### config.mk
export PLATFORM = sky130hd
export DESIGN_NAME = core_register_stack_select
export DESIGN_NICKNAME = d
export VERILOG_FILES = /design/src/verilog/core_regs_pkg.sv /design/src/verilog/stack_ptr_select.sv /design/src/verilog/reg_access_decode.sv /design/src/verilog/core_register_stack_select.sv
export SDC_FILE = /design/constraint.sdc
export NUM_CORES = 2
export LEC_CHECK = 0
export ABC_CLOCK_PERIOD_IN_PS = 7350
export BUFFER_PORTS_ARGS = -buffer_cell sky130_fd_sc_hd__buf_2
export CAP_MARGIN = 20
export CORE_ASPECT_RATIO = 0.7
export CORE_MARGIN = 1.5
export CORE_UTILIZATION = 35
export DETAILED_ROUTE_END_ITERATION = 7
export PLACE_DENSITY = 0.54
export SYNTH_ARGS = -nofsm -noshare
export SYNTH_HDL_FRONTEND = slang
export SYNTH_HIERARCHICAL = 1
export SYNTH_SLANG_ARGS = --single-unit
### constraint.sdc
create_clock -name clk_sys -period 7.35 [get_ports clk_sys]
set_input_delay 1.47 -clock clk_sys [delete_from_list [all_inputs] [get_ports clk_sys]]
set_output_delay 1.47 -clock clk_sys [all_outputs]
set_load 0.01 [all_outputs]
### src/verilog/core_regs_pkg.sv
// Shared constants for the core register stack and its helpers.
package core_regs_pkg;
	localparam int unsigned DATA_W    = 32;
	localparam int unsigned ADDR_W    = 6;
	localparam int unsigned NUM_GPR   = 13;
	localparam int unsigned INTERRUPT_STATUS_FIELD_W    = 9;
	localparam int unsigned BASE_PRIORITY_MASK_REG_W = 8;
	localparam int unsigned LIM_LOW   = 3;
	localparam int unsigned LIM_W     = DATA_W - LIM_LOW;
	localparam logic [5:0] IDX_SP        = 6'h0D;
	localparam logic [5:0] IDX_LR        = 6'h0E;
	localparam logic [5:0] IDX_PC        = 6'h0F;
	localparam logic [5:0] IDX_COMBINED_STATUS_WORD      = 6'h10;
	localparam logic [5:0] IDX_APPLICATION_FLAG_FIELD      = 6'h11;
	localparam logic [5:0] IDX_INTERRUPT_STATUS_FIELD      = 6'h12;
	localparam logic [5:0] IDX_EXECUTION_STATUS_FIELD      = 6'h13;
	localparam logic [5:0] IDX_MSP       = 6'h14;
	localparam logic [5:0] IDX_PSP       = 6'h15;
	localparam logic [5:0] IDX_PRIORITY_MASK_REG   = 6'h16;
	localparam logic [5:0] IDX_FAULT_MASK_REG = 6'h17;
	localparam logic [5:0] IDX_BASE_PRIORITY_MASK_REG   = 6'h18;
	localparam logic [5:0] IDX_CONTROL   = 6'h19;
	localparam logic [5:0] IDX_MAIN_STACK_LIMIT    = 6'h1A;
	localparam logic [5:0] IDX_PROCESS_STACK_LIMIT    = 6'h1B;
	localparam int unsigned NS_ALIAS_BIT = 5;
	localparam int unsigned CTRL_NPRIV   = 0;
	localparam int unsigned CTRL_STACK_SELECT_BIT   = 1;
	localparam int unsigned TBIT_POS     = 24;
	localparam logic [31:0] APPLICATION_FLAG_FIELD_MASK    = 32'hF80F0000;
	localparam logic [31:0] LR_RST       = 32'hFFFFFFFF;
	localparam logic [31:0] PUSH_STEP    = 32'h00000004;
	localparam logic        BANK_NS      = 1'b0;
	localparam logic        BANK_S       = 1'b1;
	typedef enum logic [0:0] {
		PH_FETCH = 1'b0,
		PH_RUN   = 1'b1
	} phase_t;
endpackage : core_regs_pkg

### src/verilog/stack_ptr_select.sv
// Combinational choice of the active stack pointer and its limit.
`timescale 1ns/1ps
`default_nettype none
module stack_ptr_select
	import core_regs_pkg::*;
(
	// Execution context
	input  wire logic                         handler,
	input  wire logic                         bank,
	input  wire logic [1:0]                   spselBank,
	// Banked pointers and limits
	input  wire logic [1:0][DATA_W-1:0]       mspBank,
	input  wire logic [1:0][DATA_W-1:0]       pspBank,
	input  wire logic [1:0][LIM_W-1:0]        mspLimBank,
	input  wire logic [1:0][LIM_W-1:0]        pspLimBank,
	// Selection
	output logic                              useProc,
	output logic      [DATA_W-1:0]            activeSp,
	output logic      [DATA_W-1:0]            activeLim
);
	always_comb begin
		useProc   = !handler && spselBank[bank];
		activeSp  = useProc ? pspBank[bank] : mspBank[bank];
		activeLim = useProc ? {pspLimBank[bank], 3'h0} : {mspLimBank[bank], 3'h0};
	end
endmodule : stack_ptr_select
`default_nettype wire

### src/verilog/reg_access_decode.sv
// Decodes a register index into legality and access class.
`timescale 1ns/1ps
`default_nettype none
module reg_access_decode
	import core_regs_pkg::*;
(
	// Access
	input  wire logic [ADDR_W-1:0] addr,
	input  wire logic              privileged,
	input  wire logic              secure,
	input  wire logic              secExt,
	// Decode
	output logic      [ADDR_W-1:0] baseIdx,
	output logic                   nsAlias,
	output logic                   readOnly,
	output logic                   denied
);
	function automatic logic isBanked(input logic [5:0] idx);
		return idx >= IDX_MSP && idx <= IDX_PROCESS_STACK_LIMIT;
	endfunction : isBanked

	function automatic logic isPrivOnly(input logic [5:0] idx);
		return idx == IDX_INTERRUPT_STATUS_FIELD || idx == IDX_EXECUTION_STATUS_FIELD || (idx >= IDX_PRIORITY_MASK_REG && idx <= IDX_PROCESS_STACK_LIMIT);
	endfunction : isPrivOnly

	logic known;

	always_comb begin
		baseIdx  = {1'b0, addr[NS_ALIAS_BIT-1:0]};
		nsAlias  = addr[NS_ALIAS_BIT];
		known    = nsAlias ? isBanked(baseIdx) : (addr <= IDX_PROCESS_STACK_LIMIT);
		readOnly = baseIdx == IDX_INTERRUPT_STATUS_FIELD || baseIdx == IDX_EXECUTION_STATUS_FIELD;
		denied   = !known || (isPrivOnly(baseIdx) && !privileged)
			|| (nsAlias && !(secExt && secure));
	end
endmodule : reg_access_decode
`default_nettype wire

### src/verilog/core_register_stack_select.sv
// Core register file with banked stack pointers, push and limit checking.
//
// Design decisions made here: the register addresses and the strobed register port.
`timescale 1ns/1ps
`default_nettype none
module core_register_stack_select
	import core_regs_pkg::*;
#(
	parameter bit SEC_EXT = 1'b1
) (
	// Clock and reset
	input  wire logic              clk_sys,
	input  wire logic              rst_b,
	// Execution context
	input  wire logic              secureIn,
	input  wire logic [INTERRUPT_STATUS_FIELD_W-1:0] excNum,
	// Reset vector
	input  wire logic              vecValid,
	input  wire logic [DATA_W-1:0] vecSp,
	input  wire logic [DATA_W-1:0] vecPc,
	output logic                   vecFetch,
	// Register port
	input  wire logic [ADDR_W-1:0] regAddr,
	input  wire logic [DATA_W-1:0] regWrData,
	input  wire logic              regWr,
	input  wire logic              regRd,
	output logic      [DATA_W-1:0] regRdData,
	// Push request and memory write
	input  wire logic              pushReq,
	input  wire logic [DATA_W-1:0] pushItem,
	output logic                   memWr,
	output logic      [DATA_W-1:0] memAddr,
	output logic      [DATA_W-1:0] memData,
	// Status
	output logic                   stackFault,
	output logic                   accessFault,
	output logic                   thumbBit
);
	typedef struct packed {
		phase_t                           phase;
		logic [NUM_GPR-1:0][DATA_W-1:0]   gpr;
		logic [1:0][DATA_W-1:0]           main_stack_ptr;
		logic [1:0][DATA_W-1:0]           process_stack_ptr;
		logic [1:0][LIM_W-1:0]            main_stack_limit;
		logic [1:0][LIM_W-1:0]            process_stack_limit;
		logic [1:0]                       priority_mask_reg;
		logic [1:0]                       fault_mask_reg;
		logic [1:0][BASE_PRIORITY_MASK_REG_W-1:0]        base_priority_mask_reg;
		logic [1:0][1:0]                  control;
		logic [DATA_W-1:0]                lr;
		logic [DATA_W-1:0]                pc;
		logic [DATA_W-1:0]                application_flag_field;
		logic [INTERRUPT_STATUS_FIELD_W-1:0]                interrupt_status_field;
		logic                             tBit;
		logic [DATA_W-1:0]                rdData;
		logic                             memWr;
		logic [DATA_W-1:0]                memAddr;
		logic [DATA_W-1:0]                memData;
		logic                             stackFault;
		logic                             accessFault;
		logic                             vecFetch;
	} state_t;

	state_t            cur_ff;
	state_t            nxt_state;
	logic              curBank;
	logic              handler;
	logic              privileged;
	logic              useProc;
	logic [DATA_W-1:0] activeSp;
	logic [DATA_W-1:0] activeLim;
	logic [DATA_W-1:0] pushSp;
	logic [ADDR_W-1:0] baseIdx;
	logic              nsAlias;
	logic              readOnly;
	logic              denied;
	logic              tgtBank;
	logic [DATA_W-1:0] rdVal;
	logic [1:0]        spselBank;

	// Without the extension everything lives in a single bank.
	assign curBank    = SEC_EXT ? secureIn : BANK_S;
	assign handler    = cur_ff.interrupt_status_field != '0;
	assign privileged = handler || !cur_ff.control[curBank][CTRL_NPRIV];
	assign tgtBank    = nsAlias ? BANK_NS : curBank;
	assign pushSp     = activeSp - PUSH_STEP;
	assign spselBank  = {cur_ff.control[1][CTRL_STACK_SELECT_BIT], cur_ff.control[0][CTRL_STACK_SELECT_BIT]};

	stack_ptr_select u_sel (
		.handler    (handler),
		.bank       (curBank),
		.spselBank  (spselBank),
		.mspBank    (cur_ff.main_stack_ptr),
		.pspBank    (cur_ff.process_stack_ptr),
		.mspLimBank (cur_ff.main_stack_limit),
		.pspLimBank (cur_ff.process_stack_limit),
		.useProc    (useProc),
		.activeSp   (activeSp),
		.activeLim  (activeLim)
	);

	reg_access_decode u_dec (
		.addr       (regAddr),
		.privileged (privileged),
		.secure     (secureIn),
		.secExt     (SEC_EXT),
		.baseIdx    (baseIdx),
		.nsAlias    (nsAlias),
		.readOnly   (readOnly),
		.denied     (denied)
	);

	// Read value for the addressed register; execution bits read as zero.
	always_comb begin
		rdVal = '0;
		if (regAddr < IDX_SP) begin
			rdVal = cur_ff.gpr[regAddr[3:0]];
		end else begin
			unique case (baseIdx)
				IDX_SP:        rdVal = activeSp;
				IDX_LR:        rdVal = cur_ff.lr;
				IDX_PC:        rdVal = cur_ff.pc;
				IDX_COMBINED_STATUS_WORD:      rdVal = cur_ff.application_flag_field | {23'h0, cur_ff.interrupt_status_field};
				IDX_APPLICATION_FLAG_FIELD:      rdVal = cur_ff.application_flag_field;
				IDX_INTERRUPT_STATUS_FIELD:      rdVal = {23'h0, cur_ff.interrupt_status_field};
				IDX_MSP:       rdVal = cur_ff.main_stack_ptr[tgtBank];
				IDX_PSP:       rdVal = cur_ff.process_stack_ptr[tgtBank];
				IDX_PRIORITY_MASK_REG:   rdVal = {31'h0, cur_ff.priority_mask_reg[tgtBank]};
				IDX_FAULT_MASK_REG: rdVal = {31'h0, cur_ff.fault_mask_reg[tgtBank]};
				IDX_BASE_PRIORITY_MASK_REG:   rdVal = {24'h0, cur_ff.base_priority_mask_reg[tgtBank]};
				IDX_CONTROL:   rdVal = {30'h0, cur_ff.control[tgtBank]};
				IDX_MAIN_STACK_LIMIT:    rdVal = {cur_ff.main_stack_limit[tgtBank], 3'h0};
				IDX_PROCESS_STACK_LIMIT:    rdVal = {cur_ff.process_stack_limit[tgtBank], 3'h0};
				default:       rdVal = '0;
			endcase
		end
	end

	always_comb begin
		nxt_state             = cur_ff;
		nxt_state.rdData      = '0;
		nxt_state.memWr       = 1'b0;
		nxt_state.stackFault  = 1'b0;
		nxt_state.accessFault = 1'b0;
		nxt_state.interrupt_status_field        = excNum;
		unique case (cur_ff.phase)
			PH_FETCH: begin
				nxt_state.vecFetch = 1'b1;
				if (vecValid) begin
					nxt_state.main_stack_ptr[BANK_S] = vecSp;
					nxt_state.pc          = {vecPc[31:1], 1'b0};
					nxt_state.tBit        = vecPc[0];
					nxt_state.vecFetch    = 1'b0;
					nxt_state.phase       = PH_RUN;
				end
			end
			PH_RUN: begin
				if (regRd) begin
					if (denied) begin
						nxt_state.accessFault = 1'b1;
					end else begin
						nxt_state.rdData = rdVal;
					end
				end
				if (regWr) begin
					if (denied || readOnly) begin
						nxt_state.accessFault = 1'b1;
					end else if (regAddr < IDX_SP) begin
						nxt_state.gpr[regAddr[3:0]] = regWrData;
					end else begin
						unique case (baseIdx)
							IDX_SP: begin
								if (regWrData < activeLim) begin
									nxt_state.stackFault = 1'b1;
								end else if (useProc) begin
									nxt_state.process_stack_ptr[curBank] = regWrData;
								end else begin
									nxt_state.main_stack_ptr[curBank] = regWrData;
								end
							end
							IDX_LR:        nxt_state.lr = regWrData;
							IDX_PC:        nxt_state.pc = regWrData;
							IDX_COMBINED_STATUS_WORD, IDX_APPLICATION_FLAG_FIELD: nxt_state.application_flag_field = regWrData & APPLICATION_FLAG_FIELD_MASK;
							IDX_MSP:       nxt_state.main_stack_ptr[tgtBank] = regWrData;
							IDX_PSP:       nxt_state.process_stack_ptr[tgtBank] = regWrData;
							IDX_PRIORITY_MASK_REG:   nxt_state.priority_mask_reg[tgtBank] = regWrData[0];
							IDX_FAULT_MASK_REG: nxt_state.fault_mask_reg[tgtBank] = regWrData[0];
							IDX_BASE_PRIORITY_MASK_REG:   nxt_state.base_priority_mask_reg[tgtBank] = regWrData[7:0];
							IDX_CONTROL:   nxt_state.control[tgtBank] = regWrData[1:0];
							IDX_MAIN_STACK_LIMIT:    nxt_state.main_stack_limit[tgtBank] = regWrData[31:3];
							IDX_PROCESS_STACK_LIMIT:    nxt_state.process_stack_limit[tgtBank] = regWrData[31:3];
							default:       nxt_state.accessFault = 1'b1;
						endcase
					end
				end
				// A push outranks a port write to the same stack pointer.
				if (pushReq) begin
					if (pushSp < activeLim) begin
						nxt_state.stackFault = 1'b1;
					end else begin
						if (useProc) begin
							nxt_state.process_stack_ptr[curBank] = pushSp;
						end else begin
							nxt_state.main_stack_ptr[curBank] = pushSp;
						end
						nxt_state.memWr   = 1'b1;
						nxt_state.memAddr = pushSp;
						nxt_state.memData = pushItem;
					end
				end
			end
		endcase
	end

	always_ff @(posedge clk_sys) begin
		if (!rst_b) begin
			cur_ff          <= '0;
			cur_ff.lr       <= LR_RST;
			cur_ff.vecFetch <= 1'b1;
		end else begin
			cur_ff <= nxt_state;
		end
	end

	assign vecFetch    = cur_ff.vecFetch;
	assign regRdData   = cur_ff.rdData;
	assign memWr       = cur_ff.memWr;
	assign memAddr     = cur_ff.memAddr;
	assign memData     = cur_ff.memData;
	assign stackFault  = cur_ff.stackFault;
	assign accessFault = cur_ff.accessFault;
	assign thumbBit    = cur_ff.tBit;
endmodule : core_register_stack_select
`default_nettype wire

==> out/qor.txt <==
CP Capture Type: flip-flop
Critical-path top delay cell: or3_1
relative slew slack: 19.4%
die width: 427 microns
Util after Layout: 39.5%
VDD IR max: 0.000167 V
DRT iter0 DRCs: 4,734
Leak: 0.0173 uW
final instance area: 0.0490 sq mm
clock slew at reported path FFs: 0.07 ns
ANT nets after route: 0
area of the core: 0.124 sq mm
max cap viols: 0
Initial Util: 35.4%
clk_skew: 0.0386 ns
Worst-Skew Late Latency: 0.73 ns
Area after DPL: 0.0459 sq mm
Tmin final: 6.98 ns
Tot GR Track Use: 26.5%
final worst slack: 0.371 ns
critical path's largest stage delay: 0.52 ns
Area Growth Syn to Fin: 11.5%
CTS Buffer Depth: 3
Via density: 5.79
RSZ-0062 raised after global routing: false
drt wl/cell: 24.8 microns
post-CTS setup buffer count: 0
total negative slack: 0 ns
Post-synth EDFFs: 0
H-tree depth: 3
fin crit share: 94.9%
cts hold-fix bufs: 0
r2r startpoint: cur_ff[106]$_SDFF_PN0_
layout cells sized above 1: 13.8%
first-pass GRT wire length: 256,000 microns
syn_area_per_cell: 8.08 sq um
CTS tree: built
post-synthesis register bit count: 868
vias in the first global route: 37.8k
post-synth cell types: 81
# DRC: 0
gr ovfl total: 0
DR vias: 40.8k
post-cts gate resize count: 0
Rows: 108
die area: 0.128 sq mm
global placement routability congestion: 0.958
Final #Nets: 5,531
Die H: 300 microns
achievable frequency: 0.143 GHz
final hold violations: 0
WP data required: 7.91 ns
Place WS: 0.496 ns
CP max FO: 41
Yosys Warn Count: 6
commonest non-fill, non-tap cells in the layout: nand2_1, dfxtp_1, a21oi_1, nor2_1, mux2i_1
1st-pass router iterations: 6
register area share after synthesis: 39.5%
CP Launch Point: cur_ff[106]$_SDFF_PN0_
hold_sp: vecFetch$_SDFFE_PN1N_
worst hold-check path type: reg2reg
# setup viols final: 0
largest net degree at the start of global routing: 191
CTS Sinks: 868
initial antenna violation count: 10
Ports: 251
Critical Path AT: 7.54 ns
Synth Instances: 5,445
most common cell after layout, fill and taps aside: nand2_1
worst-path cell chain: nor4_1, nand3_1, nor2b_4, buf_12, mux2i_1, mux2i_1, buf_4, nor3_1, nand4b_1, or3_1, nor2_1, nand2_1, xnor2_1, ha_1, and4_1, nand3_1, nor4_1, a221oi_1, nand2_1, a31o_2, buf_4, a221oi_1, nor3_1
outcome: finished, final reports clean
Async SR Flop Fraction: 0%
Startpoint Class: flip-flop
Synth Flop Type: dfxtp_1
power per cell area: 233 mW/mm^2
worst setup path class: reg2reg
Synth Cell Area: 0.0440 sq mm
Slew @ Worst Pin: 1.19 ns
Slew Limit Fails: 0
HPWL Detailed: 114,000 microns
total CTS buffers: 91
IO buf count: 250
Routed WL: 175,000 microns
clock root buffer: clkbuf_16
-- path summary, 6_finish.rpt --
check,endpoint,slack [ns],cells after the start
max,cur_ff[438]$_SDFFE_PN0P_,0.37,23
min,vecFetch$_SDFFE_PN1N_,0.44,2
max reg2reg,cur_ff[438]$_SDFFE_PN0P_,0.37,23
min reg2reg,vecFetch$_SDFFE_PN1N_,0.44,2
-- metrics by stage --
stage          hold slack [ns]  total power [uW]  cells
3_5_place_dp             0.433              6500   6874
3_3_place_gp             0.434              6490   6874
2_1_floorplan            0.433              5900   5447
5_1_grt                  0.466             11700   7049
4_1_cts                  0.444             11400   7046
6_report                 0.441             11400   7052
-- synthesized netlist by cell type, types with 75 or more instances --
master    number  area share [%]
nand2_1     1134             9.7
a21oi_1      747             8.5
a221oi_1     101             2.0
mux4_2        96             4.9
dfxtp_1      868              40
nand3_1      131             1.5
o21ai_0       75            0.85
nor3_1        79            0.90
nor2_1       502             4.3
mux2i_1      396             9.0
clkbuf_1     437             3.7
buf_4        111             1.9
-- layer usage --
metal  wire length [microns]  GRT usage [%]  vias to the layer above
met5                      22              0                        -
met4                    5730           8.69                        4
met3                   18500           6.18                      298
li1                        -              -                    18700
met2                   70800           36.9                     2200
met1                   80000           39.6                    19700
-- sequential cells by signal (all words and copies together), names as in the netlist, 32 cells and up --
signal / flops
memAddr: 32
regRdData: 32
memData: 32
cur_ff: 767
-- report_power, final --
group	internal [uW]	leakage, uW	switching, uW
clock	2790	0.00153	2170
sequential	4820	0.00703	115
combinational	483	0.00874	1030
total	8090	0.0173	3320
-- cell families after synthesis --
kind of cell               Yosys count  share of synthesized area, %
and+or+nand+nor                   2041                          19.4
buffers and inverters              671                          7.17
adders and majority gates           63                          1.79
other                                3                        0.0256
muxes                              496                          14.0
AOI/OAI and AO/OA                 1274                          17.5
DFF                                868                          39.5
xor gates and xnor gates            29                         0.595
-- worst max-delay path: cells and delay by family (launching register included) --
kind	cells	cell delay (ns)
buf+inv	3	0.86
flops	1	0.33
fa+ha+maj	1	0.30
simple gates	13	3.62
compound gates	3	1.03
mux	2	0.43
xor+xnor	1	0.24
-- layout make-up --
cell class,instances,area (sq um)
multi-input combinational,3908,23700
timing repair buffer,401,2600
inverter,48,188
clock inverter,44,537
sequential,868,17400
tap,1650,2060
fill,12700,75300
clock buffer,128,2610
antenna,5,12.5
(Power assumes the default switching activity.)
